$ cat src/key_scan_defines.svh
`ifndef KEY_SCAN_DEFINES_SVH
`define KEY_SCAN_DEFINES_SVH
// ==========================
// matrix geometry
`define KS_COLS 8
`define KS_ROWS 16
`define KS_IDLE_COLS 8'hff
`define KS_COL_ONE 8'h01
// rows 10..15 of the last column sit on unwired treble positions
`define KS_LAST_COL 3'h7
`define KS_LAST_COL_MASK 16'h03ff
`define KS_FULL_MASK 16'hffff
// ==========================
// timing
`define KS_CLK_KHZ 25000
`define KS_SCAN_US 250
`define KS_SCAN_CYC (`KS_SCAN_US * `KS_CLK_KHZ / 1000)
`define KS_SETTLE_NS 2000
`define KS_SETTLE_CYC ((`KS_SETTLE_NS * `KS_CLK_KHZ + 999999) / 1000000)
`define KS_BAUD_HZ 31250
`define KS_BIT_CYC (`KS_CLK_KHZ * 1000 / `KS_BAUD_HZ)
// ==========================
// serial frame
`define KS_FRAME_BITS 4'ha
`define KS_LINE_IDLE 10'h3ff
`define KS_RX_LAST 4'h9
`endif

$ cat src/key_scan_pkg.sv
package key_scan_pkg;
  typedef enum logic [1:0] {
    st_boot = 2'b00,
    st_scan = 2'b01,
    st_bus = 2'b10
  } mode_e;

  typedef struct packed {
    mode_e mode;
    logic [2:0] col;
    logic [12:0] step;
    logic [7:0][15:0] image;
    logic [9:0] tx_sh;
    logic [3:0] tx_bits;
    logic [9:0] tx_cnt;
    logic rx_busy;
    logic [3:0] rx_bits;
    logic [9:0] rx_cnt;
    logic [7:0] rx_sh;
    logic [7:0] rx_data;
    logic rx_valid;
    logic key_error;
    logic [6:0] err_key;
    logic [7:0] dbg_rdata;
  } scan_s;
endpackage

$ cat src/key_matrix_scanner.sv
// Summary of operation
// - keyboard is one matrix of 8 driven columns by 16 sensed rows.
// - columns come from one 8-bit port, rows from two 8-bit ports.
// - while scanning, one column is low and the other seven high.
// - a low row means a closed contact, high means open.
// - select each column in turn, read all sixteen rows, then move on.
// - whole scan repeats every 250 us; key image kept in internal memory.
// - 61 keys; unwired treble positions never report a closure.
// - strap open at start gives bus mode: rows address, columns data.
// - scanner and engine exchange serial messages both ways at 31.25 kbaud.
// - scanner shares its reset with engine and effects processor.
// - flag key error when lower contact closed but upper contact open.
`timescale 1ns/1ns
`default_nettype none
`include "key_scan_defines.svh"

module key_matrix_scanner
  import key_scan_pkg::*;
#(
  parameter int unsigned SCAN_CYC = `KS_SCAN_CYC,
  parameter int unsigned SETTLE_CYC = `KS_SETTLE_CYC,
  parameter int unsigned BIT_CYC = `KS_BIT_CYC
) (
  // clock and shared reset
  input wire logic sys_clk,
  input wire logic reset,
  // mode strap, high when open
  input wire logic bus_mode_strap,
  // column port: scan drive or debug data bus
  input wire logic [7:0] col_in,
  output logic [7:0] col_out,
  output logic [7:0] col_oe,
  // row ports: scan sense or debug address bus
  input wire logic [7:0] row_lo_in,
  input wire logic [7:0] row_hi_in,
  output logic [15:0] row_out,
  output logic row_oe,
  // debug bus requests
  input wire logic [15:0] dbg_addr,
  input wire logic [7:0] dbg_wdata,
  input wire logic dbg_we,
  output logic [7:0] dbg_rdata,
  // serial link to engine
  output logic tx_out,
  input wire logic rx_in,
  output logic [7:0] rx_data,
  output logic rx_valid,
  // key error report
  output logic key_error,
  output logic [6:0] err_key
);

  localparam int unsigned STEP_CYC = SCAN_CYC / `KS_COLS;
  localparam logic [12:0] STEP_LAST = 13'(STEP_CYC - 1);
  localparam logic [12:0] SETTLE_AT = 13'(SETTLE_CYC);
  localparam logic [9:0] BIT_LAST = 10'(BIT_CYC - 1);
  localparam logic [9:0] BIT_HALF = 10'(BIT_CYC / 2);

  scan_s s;
  scan_s next_s;
  logic [15:0] live;
  logic [15:0] diff;
  logic [3:0] sel;
  logic tx_load;

  // ==========================
  // next state
  always_comb begin
    next_s = s;
    next_s.rx_valid = 1'b0;
    next_s.key_error = 1'b0;
    tx_load = 1'b0;
    sel = 4'h0;
    // closed contact reads low; unwired positions masked off
    live = ~{row_hi_in, row_lo_in};
    if (s.col == `KS_LAST_COL) begin
      live = live & `KS_LAST_COL_MASK;
    end else begin
      live = live & `KS_FULL_MASK;
    end
    diff = live ^ s.image[s.col];
    for (int i = `KS_ROWS - 1; i >= 0; i--) begin
      if (diff[i]) begin
        sel = 4'(i);
      end
    end
    case (s.mode)
      st_boot: begin
        // strap caught once, after reset release
        next_s.mode = bus_mode_strap ? st_bus : st_scan;
      end
      st_scan: begin
        if (s.step == STEP_LAST) begin
          next_s.step = 13'h0000;
          next_s.col = s.col + 3'h1;
        end else begin
          next_s.step = s.step + 13'h0001;
        end
        // sample only once the column has settled
        if (s.step == SETTLE_AT) begin
          for (int k = 0; k < `KS_ROWS / 2; k++) begin
            // even row upper contact, odd row lower contact
            if (live[2*k+1] && !live[2*k]) begin
              next_s.key_error = 1'b1;
              next_s.err_key = {s.col, 4'(2*k)};
            end
          end
          if (diff != 16'h0000 && s.tx_bits == 4'h0) begin
            // one change per sample; the rest wait for a later pass
            tx_load = 1'b1;
            next_s.image[s.col][sel] = live[sel];
            next_s.tx_sh = {1'b1, live[sel], s.col, sel, 1'b0};
            next_s.tx_bits = `KS_FRAME_BITS;
            next_s.tx_cnt = 10'h000;
          end
        end
      end
      st_bus: begin
        next_s.dbg_rdata = col_in;
      end
      default: begin
        next_s.mode = st_boot;
      end
    endcase
    // transmitter, lsb first after start bit
    if (s.tx_bits != 4'h0) begin
      if (s.tx_cnt == BIT_LAST) begin
        next_s.tx_cnt = 10'h000;
        next_s.tx_sh = {1'b1, s.tx_sh[9:1]};
        next_s.tx_bits = s.tx_bits - 4'h1;
      end else begin
        next_s.tx_cnt = s.tx_cnt + 10'h001;
      end
    end
    // receiver, samples mid bit
    if (!s.rx_busy) begin
      if (!rx_in) begin
        next_s.rx_busy = 1'b1;
        next_s.rx_bits = 4'h0;
        next_s.rx_cnt = BIT_LAST - BIT_HALF;
      end
    end else if (s.rx_cnt == BIT_LAST) begin
      next_s.rx_cnt = 10'h000;
      next_s.rx_bits = s.rx_bits + 4'h1;
      if (s.rx_bits == 4'h0) begin
        // false start: line back high at mid bit
        next_s.rx_busy = !rx_in;
      end else if (s.rx_bits == `KS_RX_LAST) begin
        next_s.rx_busy = 1'b0;
        if (rx_in) begin
          next_s.rx_data = s.rx_sh;
          next_s.rx_valid = 1'b1;
        end
      end else begin
        next_s.rx_sh = {rx_in, s.rx_sh[7:1]};
      end
    end else begin
      next_s.rx_cnt = s.rx_cnt + 10'h001;
    end
  end

  // ==========================
  // state register, reset shared with engine, clock from engine
  always_ff @(posedge sys_clk or posedge reset) begin
    if (reset) begin
      s <= '0;
      s.mode <= st_boot;
      s.tx_sh <= `KS_LINE_IDLE;
    end else begin
      s <= next_s;
    end
  end

  // ==========================
  // pins
  always_comb begin
    col_out = `KS_IDLE_COLS;
    col_oe = 8'h00;
    row_out = 16'h0000;
    row_oe = 1'b0;
    if (s.mode == st_scan) begin
      col_out = ~(`KS_COL_ONE << s.col);
      col_oe = `KS_IDLE_COLS;
    end else if (s.mode == st_bus) begin
      row_out = dbg_addr;
      row_oe = 1'b1;
      col_out = dbg_wdata;
      col_oe = {8{dbg_we}};
    end
  end

  assign tx_out = s.tx_sh[0];
  assign rx_data = s.rx_data;
  assign rx_valid = s.rx_valid;
  assign key_error = s.key_error;
  assign err_key = s.err_key;
  assign dbg_rdata = s.dbg_rdata;
endmodule // key_matrix_scanner
`default_nettype wire

$ cat config.mk
export PLATFORM = sky130hd
export DESIGN_NAME = key_matrix_scanner
export DESIGN_NICKNAME = d
export VERILOG_FILES = /design/src/key_scan_pkg.sv /design/src/key_matrix_scanner.sv
export VERILOG_INCLUDE_DIRS = /design/src /design/src/src
export SDC_FILE = /design/constraint.sdc
export NUM_CORES = 1
export LEC_CHECK = 0
export ABC_AREA = 0
export BUFFER_PORTS_ARGS = -buffer_cell sky130_fd_sc_hd__buf_2
export CORE_MARGIN = 8
export CORE_UTILIZATION = 60
export DETAILED_ROUTE_END_ITERATION = 12
export HOLD_SLACK_MARGIN = 0.08
export PLACE_DENSITY = 0.8
export SLEW_MARGIN = 40
export SYNTH_ARGS = -nofsm -noshare
export SYNTH_HDL_FRONTEND = slang
export SYNTH_SLANG_ARGS = --single-unit
$ cat constraint.sdc
create_clock -name sys_clk -period 8.83 [get_ports sys_clk]
set_clock_uncertainty 0.15 [all_clocks]
set_input_delay 1.766 -clock sys_clk [delete_from_list [all_inputs] [get_ports sys_clk]]
set_output_delay 1.766 -clock sys_clk [all_outputs]
set_load 0.01 [all_outputs]
; ---- After elaboration in Yosys (flattened, before gate mapping)
; Cells that the tools add are included.
[word_totals]
ff_bits = 218
out_inout_bits = 59
[op_classes]
add_sub_neg = 6
n_lt_le_gt_ge = 4
eq_ne = 10
shifts = 1
n_mux = 64
bitwise_logic = 5
n_reduce_logical = 37
[op_table]
columns = op, count
row1 = bitwise mux 128 bit, 1
row2 = 2-to-1 mux 8 bit, 14
row3 = 2-to-1 mux 24 bit, 4
row4 = 2-to-1 mux 16 bit, 5
row5 = 2-to-1 mux 4 bit, 16
row6 = binary-select mux 16 bit (select 3 bit), 1
row7 = demux 16 bit (select 3 bit), 1
row8 = 2-to-1 mux 15 bit, 2
row9 = "adder 10 x 1 -> 10 bit, second input constant", 2
row10 = "== test 10 bit, second input constant", 2
row11 = 2-to-1 mux 10 bit, 2
row12 = inverter 16 bit, 1
row13 = nonzero test 16 bit, 1
row14 = bitwise XOR 16 bit, 1
row15 = 2-to-1 mux 14 bit, 1
row16 = "adder 13 x 1 -> 13 bit, second input constant", 1
row17 = "== test 13 x 10 -> 1 bit, second input constant", 1
row18 = "== test 13 x 6 -> 1 bit, second input constant", 1
row19 = 2-to-1 mux 13 bit, 1
row20 = logical AND 1 bit, 11
row21 = 2-to-1 mux 1 bit, 11
row22 = zero test 1 bit, 9
row23 = AND reduction 3 bit, 3
row24 = zero test 4 bit, 2
row25 = other kinds (28), 33

; ---- Logic depth before layout (Yosys ltp)
; Gate-level depths: netlist of the first run.
[logic_depth]
ltp_word = 26
depth_mapped = 17
depth_no_buf = 11

; ---- Least setup slack after synthesis of the first run
; OpenSTA, ideal clock, no wires.
[synth_timing]
path_kind = input port to flip-flop
from = input port row_lo_in[7]
to = register s[111] (netlist bit)
setup_ps = 125
arrival_ps = 4145
required_time_ps = 8555
slack_ps = 4411
cell_stages = 11
path_buffers = 3
cell_sequence = or4_1 > and2_1 > o2111a_1 > a211oi_4 > or2_1 > buf_4 > mux2i_1 > a211o_1 > buf_6 > buf_6 > mux2_2
[synth_between]
elab_chain_len = 18
[synth_rtl]
columns = element, line_no
row1 = "start, declared", key_matrix_scanner.sv:34  ; input wire logic [7:0] row_lo_in,
row2 = inverter 16 bit (*), key_matrix_scanner.sv:75  ; live = ~{row_hi_in, row_lo_in};
row3 = 2-to-1 mux 16 bit (*), key_matrix_scanner.sv:76  ; if (s.col == `KS_LAST_COL) begin
row4 = bitwise XOR 16 bit, key_matrix_scanner.sv:81  ; diff = live ^ s.image[s.col];
row5 = 2-to-1 mux 4 bit (8 in a row), key_matrix_scanner.sv:83  ; if (diff[i]) begin
row6 = less-than comparator 4 x 5 -> 1 bit (not written as such) or >= comparator 4 x 1 -> 1 bit (tied branches), key_matrix_scanner.sv:111  ; next_s.image[s.col][sel] = live[sel];
row7 = logical AND 1 bit (not written as such), key_matrix_scanner.sv:111
row8 = 2-to-1 mux 1 bit (not written as such), key_matrix_scanner.sv:111
row9 = demux 1 bit (select 4 bit), key_matrix_scanner.sv:111
row10 = 2-to-1 mux 16 bit (not written as such), key_matrix_scanner.sv:111
row11 = demux 16 bit (select 3 bit), key_matrix_scanner.sv:111
row12 = bitwise mux 128 bit, key_matrix_scanner.sv:111
row13 = "end signal, assigned", key_matrix_scanner.sv:170  ; s <= next_s;
row14 = "end, declared", key_matrix_scanner.sv:59  ; scan_s s;
; Every way passes the cells marked *; elsewhere a longest branch is shown, timed or not. The select of a mux whose other input is x is not followed.
; A chain may end at the register's enable or synchronous reset.

; ---- Worst setup path in the final report of the first run
[layout_timing]
from = register s[213] (netlist bit)
to = register s[144] (netlist bit)
[layout_between]
elab_chain_len = 26
[layout_rtl]
columns = element, line_no
row1 = binary-select mux 16 bit (select 3 bit) or == test 3 bit (tied branches), --
row2 = 2-to-1 mux 16 bit (on tied branches), "key_matrix_scanner.sv:81, key_matrix_scanner.sv:76"
row3 = bitwise XOR 16 bit, key_matrix_scanner.sv:81
row4 = 2-to-1 mux 4 bit (16 in a row), key_matrix_scanner.sv:83
row5 = less-than comparator 4 x 5 -> 1 bit (not written as such) or >= comparator 4 x 1 -> 1 bit (tied branches), key_matrix_scanner.sv:111
row6 = logical AND 1 bit (not written as such), key_matrix_scanner.sv:111
row7 = 2-to-1 mux 1 bit (not written as such), key_matrix_scanner.sv:111
row8 = demux 1 bit (select 4 bit), key_matrix_scanner.sv:111
row9 = 2-to-1 mux 16 bit (not written as such), key_matrix_scanner.sv:111
row10 = demux 16 bit (select 3 bit), key_matrix_scanner.sv:111
row11 = bitwise mux 128 bit, key_matrix_scanner.sv:111
; Parallel ways exist; a longest one is shown, timed or not. The select of a mux whose other input is x is not followed.

==> flow_metrics.env, run 1 <==
export IMPL_critPathBufInv=2
export IMPL_relSlewSlack=0.4266
export IMPL_whs_path_depth=2
export IMPL_leakage_nw=5.812
export IMPL_critPathMaxFanout=41
export IMPL_diodes=0
export IMPL_crit_path_start_kind="flip-flop"
export IMPL_drc=0
export IMPL_ant_nets=0
export IMPL_dieWidth_um=157.6
export IMPL_hpwlAfterDp_um=20260
export IMPL_regArea_mm2=0.005445
export IMPL_fin_nets=1303
export IMPL_synth_async_sr_flop_share=1.000
export IMPL_worstPathCellList="buf_4, clkinv_1, a221o_1, a221oi_2, xor2_1, nor4b_1, nand2b_1, nor2_1, nand4_1, o31ai_1"
export IMPL_pre_cts_ws_ns=3.513
export IMPL_design_core_area_mm2=0.01997
export IMPL_core_rowCount=52
export IMPL_cts_tree="yes"
export IMPL_fmax_mhz=179.9
export IMPL_h_tree_depth=1
export IMPL_ys_seq_area_frac=0.4524
export IMPL_antenna_found_initial=0
export IMPL_drt_iter0_markers=881
export IMPL_switchingPower_mw=0.6292
export IMPL_p_int_mw=1.790
export IMPL_clkSinkCount=217
export IMPL_hp_class="flip-flop to flip-flop"
export IMPL_initial_utilization=0.6024
export IMPL_p_comb_frac=0.134
export IMPL_wl_per_cell_um=20.60
export IMPL_setup_ws_ns=3.271
export IMPL_root_buffer="clkbuf_16"
export IMPL_slowest_stage="nand4_1"
export IMPL_syn_nets=1272
export IMPL_synth_warning_count=0
export IMPL_drt_wl_total_um=31240
export IMPL_ys_ff_latch=217
export IMPL_synth_edf_count=0
export IMPL_synth_flop_cell="dfrtp_1"
export IMPL_port_buffers=110
export IMPL_synth_top_area_frac=0.4305
export IMPL_clk_path_buf_depth=3
export IMPL_cts_buffers=23
export IMPL_slew_violations=0
export IMPL_synthTopCellsByArea="dfrtp_1 43%, mux2_2 6.5%, o21ai_0 5.2%"
export IMPL_setup_viol=0
export IMPL_overflow=0
export IMPL_viasPerCell=6.334
export IMPL_cap_violations=0
export IMPL_worst_r2r_cell_count=10
export IMPL_grt_pass1_wl_um=50380
export IMPL_total_power_mw=2.419
export IMPL_grt_pass1_vias=9435
export IMPL_multiInputGateArea_mm2=0.005898
export IMPL_p_sw_frac=0.2601
export IMPL_yosysUniqueCellTypes=83
export IMPL_arrival_ns=5.80
export IMPL_slowest_delay_ns=0.81
export IMPL_pwr_share_seq=0.439
export IMPL_rsz0062_at_grt="false"
export IMPL_routabilityCongestion=0.9723
export IMPL_status="finished clean"
export IMPL_p_per_area_mw_per_mm2=183.2
export IMPL_grt_max_degree=153
export IMPL_crit_cells=10
export IMPL_ios=112
export IMPL_layout_commonest_cell="dfrtp_1"
export IMPL_syn_inst=1199
export IMPL_drive_gt1_frac=0.2279
export IMPL_clk_latency_ns=0.51
export IMPL_grt_usage=0.2535
export IMPL_critical_path_class="flip-flop to flip-flop"
export IMPL_cp_end_kind="flip-flop"
export IMPL_synth_avg_cell_area_um2=10.03
export IMPL_fin_crit_ns=5.559
export IMPL_worstPathRequired_ns=9.07
export IMPL_netlist_top_cell_by_area="dfrtp_1"
export IMPL_layout_area_overhead_vs_synth_pct=9.734
export IMPL_final_hold_viol_count=0
export IMPL_synth_cell_area_mm2=0.01203
export IMPL_post_cts_setup_buffers=0
export IMPL_fin_crit_sh=0.6296
export IMPL_ctsResizeCount=0
export IMPL_hold_ws_ns=0.3197
export IMPL_final_area_mm2=0.01320
export IMPL_firstDrtPassIters=8
export IMPL_vias=9602
export IMPL_die_y_um=157.6
export IMPL_tns_ns=0
export IMPL_dieArea_mm2=0.02484
export IMPL_fill_cells=1542
export IMPL_clkSlewWorstSetupHoldPaths_ns=0.06
export IMPL_path_delay_family="simple AND/OR/NAND/NOR gates"
export IMPL_placedInstanceArea_mm2=0.01238
export IMPL_cts_hold_buf=0
export IMPL_vdd_ir_drop_max_mv=0.1118
export IMPL_worst_pin_slew_ns=0.8583
export IMPL_layout_common_cells="205 x dfrtp_1, 126 x o21ai_0, 111 x nor2_1, 110 x buf_2, 83 x o31ai_1"
export IMPL_clkPwrFrac=0.427
[sequential cells by signal (all words and copies together), names as in the netlist]
| name | flops |
|---|---|
| s | 192 |
| dbg_rdata | 8 |
| rx_data | 8 |
| err_key | 6 |
| key_error | 1 |
| rx_valid | 1 |
| tx_out | 1 |
[Yosys cell counts, types with 16 or more instances]
| library cell | number |
|---|---|
| buf_2 | 17 |
| ha_1 | 20 |
| buf_4 | 38 |
| mux2_2 | 69 |
| o22ai_1 | 19 |
| mux2_4 | 18 |
| nand2_1 | 70 |
| clkbuf_1 | 45 |
| inv_1 | 20 |
| dfrtp_1 | 207 |
| nand3_1 | 42 |
| o21ai_0 | 126 |
| and2_1 | 22 |
| nand2b_1 | 24 |
| nor2_1 | 111 |
| o31ai_1 | 83 |
| xor2_1 | 16 |
| a21oi_1 | 22 |
| mux2i_1 | 37 |
| xnor2_1 | 17 |
[worst reg2reg max path: cells and delay by family (launching register included)]
family,cells,cell delay [ns]
buffers and inverters,2,1.02
and+or+nand+nor,4,2.20
xor gates and xnor gates,1,0.17
AOI/OAI and AO/OA,3,1.30
DFF,1,0.63
[routing by layer]
| metal | track usage | part of all wire | vias up |
|---|---|---|---|
| li1 | - | - | 4365 |
| met1 | 0.3344 | 0.41 | 4666 |
| met2 | 0.3998 | 0.47 | 464 |
| met3 | 0.04477 | 0.079 | 107 |
| met4 | 0.1224 | 0.041 | 0 |
| met5 | 0 | 0 | - |
[logic make-up after synthesis]
| group | after synthesis | share of synthesized area |
|---|---|---|
| buffers and inverters | 135 | 0.06229 |
| AND/OR/NAND/NOR | 348 | 0.1425 |
| other | 1 | 0.0003117 |
| flip-flops | 217 | 0.4524 |
| adder cells (fa/ha/maj) | 20 | 0.02080 |
| multiplexers | 127 | 0.1234 |
| AO/OA/AOI/OAI | 318 | 0.1743 |
| XOR/XNOR | 33 | 0.02402 |
[final cells by class]
class | instances | area share
Tap cell | 270 | 0.02559
Timing Repair Buffer | 118 | 0.04653
Sequential cell | 217 | 0.4124
Clock buffer | 31 | 0.04890
Inverter | 23 | 0.007771
Clock inverter | 10 | 0.01204
Multi-Input combinational cell | 847 | 0.4467
[metrics by stage]
stage	utilization	cells
2_1_floorplan	-	1199
3_3_place_gp	0.6176	1474
3_5_place_dp	0.6197	1474
5_1_grt	0.6610	1516
4_1_cts	0.6600	1515
6_report	0.6610	1516
[power by group through the flow]
stage / logic, mW / registers (mW) / clock network, mW
after floorplan: 0.259 / 1.07 / 0
after global placement: 0.314 / 1.08 / 0
after detailed placement: 0.323 / 1.08 / 0
after CTS: 0.325 / 1.06 / 1.04
after global routing: 0.357 / 1.07 / 1.09
final: 0.324 / 1.06 / 1.03
[path summary, 6_finish.rpt]
check                       start  slack (ns)          to
min                        tx_out        0.32      tx_out
min in group asynchronous   reset        1.20  rx_data[5]
max                        s[213]        3.27      s[144]
max in group asynchronous   reset        6.33      s[131]
min reg2reg                tx_out        0.32      tx_out
max reg2reg                s[213]        3.27      s[144]
(Power assumes the default switching activity.)
==> run 2: changes to the inputs <==
- clock period: 8.83 -> 5.7 ns (I/O delays scaled with it)
==> flow_metrics.env, run 2 (same netlist as run 1, synthesis figures left out) <==
export IMPL_rsz0062_at_grt="false"
export IMPL_routabilityCongestion=0.9316
export IMPL_tns_ns=0
export IMPL_antenna_found_initial=0
export IMPL_setup_viol=0
export IMPL_vias=9663
export IMPL_clkSinkCount=217
export IMPL_hpwlAfterDp_um=21880
export IMPL_pre_cts_ws_ns=0.8314
export IMPL_post_cts_setup_buffers=0
export IMPL_placedInstanceArea_mm2=0.01253
export IMPL_grt_pass1_wl_um=50510
export IMPL_p_per_area_mw_per_mm2=273.4
export IMPL_viasPerCell=6.275
export IMPL_diodes=0
export IMPL_core_rowCount=52
export IMPL_fmax_mhz=200.6
export IMPL_setup_ws_ns=0.7147
export IMPL_clk_latency_ns=0.54
export IMPL_drc=0
export IMPL_relSlewSlack=0.4344
export IMPL_final_area_mm2=0.01329
export IMPL_worstPathRequired_ns=5.92
export IMPL_die_y_um=157.6
export IMPL_wl_per_cell_um=20.40
export IMPL_clkSlewWorstSetupHoldPaths_ns=0.06
export IMPL_cts_tree="yes"
export IMPL_grt_use_met1=0.3394
export IMPL_root_buffer="clkbuf_16"
export IMPL_h_tree_depth=1
export IMPL_leakage_nw=5.893
export IMPL_cp_end_kind="flip-flop"
export IMPL_drive_gt1_frac=0.2339
export IMPL_ctsResizeCount=0
export IMPL_layout_area_overhead_vs_synth_pct=10.46
export IMPL_worst_pin_slew_ns=0.8484
export IMPL_busiest_layer="met2"
export IMPL_status="finished clean"
export IMPL_crit_path_start_kind="flip-flop"
export IMPL_final_hold_viol_count=0
export IMPL_largest_register_ffs=192
export IMPL_grt_usage=0.2546
export IMPL_layout_common_cells="205 x dfrtp_1, 126 x o21ai_0, 111 x nor2_1, 110 x buf_2, 83 x o31ai_1"
export IMPL_hp_class="flip-flop to flip-flop"
export IMPL_grt_max_degree=100
export IMPL_clk_path_buf_depth=3
export IMPL_dieArea_mm2=0.02484
export IMPL_critical_path_class="flip-flop to flip-flop"
export IMPL_port_buffers=110
export IMPL_slew_violations=0
export IMPL_ant_nets=0
export IMPL_overflow=0
export IMPL_ios=112
export IMPL_fin_nets=1325
export IMPL_fill_cells=1534
export IMPL_initial_utilization=0.6024
export IMPL_firstDrtPassIters=7
export IMPL_drt_wl_total_um=31420
export IMPL_cts_buffers=24
export IMPL_dieWidth_um=157.6
export IMPL_fin_crit_ns=4.985
export IMPL_layout_commonest_cell="dfrtp_1"
export IMPL_gr_usage_met3=0.04614
export IMPL_cts_hold_buf=0
export IMPL_worst_r2r_cell_count=12
export IMPL_design_core_area_mm2=0.01997
export IMPL_critPathMaxFanout=37
export IMPL_fin_crit_sh=0.8746
export IMPL_met2_usage=0.4016
export IMPL_grt_pass1_vias=9389
export IMPL_arrival_ns=5.21
export IMPL_max_flop_register="s"
export IMPL_whs_path_depth=1
export IMPL_drt_iter0_markers=1074
export IMPL_vdd_ir_drop_max_mv=0.1762
export IMPL_cap_violations=0
-- run 2: cell types whose count changed in the layout (fill, tap and decap cells not counted), moves of 2 or more --
cell / previous run / this run
nand3_1: 35 / 42
clkinv_2: 3 / 6
nand3_2: 7 / 0
bufinv_16: 4 / 0
buf_4: 7 / 27
clkbuf_8: 4 / 6
clkbuf_1: 4 / 6
-- run 2: metal layers --
metal	wire (um)	vias to the layer above
li1	-	4424
met1	12960	4708
met2	14500	437
met3	2707	94
met4	1249	0
met5	0	-
-- run 2: worst paths after layout --
path / endpoint / startpoint / slack, ns
hold / removal: s[212] / s[212] / 0.32
max in group asynchronous: s[97] / reset / 3.96
hold reg to reg: s[212] / s[212] / 0.32
setup / recovery: s[160] / s[215] / 0.71
min in group asynchronous: rx_data[6] / reset / 0.64
setup reg to reg: s[160] / s[215] / 0.71
-- run 2: through the flow --
step,hold WS (ns),instances,util,total power [mW]
detailed placement,0.3107,1496,0.6273,2.182
global placement,0.3061,1495,0.6260,2.162
CTS,0.3195,1540,0.6654,3.660
finish,0.3210,1540,0.6654,3.633
floorplan,0.2926,1199,-,2.061
global route,0.3366,1540,0.6654,3.772
-- run 2: power breakdown --
group | leakage (nW) | total (mW) | switching [mW] | internal [mW]
clock | 0.376 | 1.48 | 0.626 | 0.856
sequential | 2.86 | 1.65 | 0.0482 | 1.60
combinational | 2.65 | 0.506 | 0.304 | 0.202
-- run 2: area by class of cell --
type | count | area [um^2] | area share
Multi-Input combinational cell | 847 | 5857 | 0.4407
Clock inverter | 8 | 53.80 | 0.004048
Timing Repair Buffer | 139 | 800.8 | 0.06025
Tap cell | 270 | 337.8 | 0.02542
Sequential cell | 217 | 5445 | 0.4097
Clock buffer | 36 | 705.7 | 0.05310
Inverter | 23 | 90.09 | 0.006778
-- run 2: critical path, cell delays in order, from the launching register on --
cell,delay [ns]
dfrtp_2,0.90
buf_4,0.32
mux2i_1,0.21
o22ai_1,0.08
or3_1,0.40
xor2_1,0.21
nand4_1,0.27
nor2_1,0.19
a311oi_4,0.73
nand3_1,0.64
buf_4,0.40
o21ai_0,0.16
o31ai_1,0.11
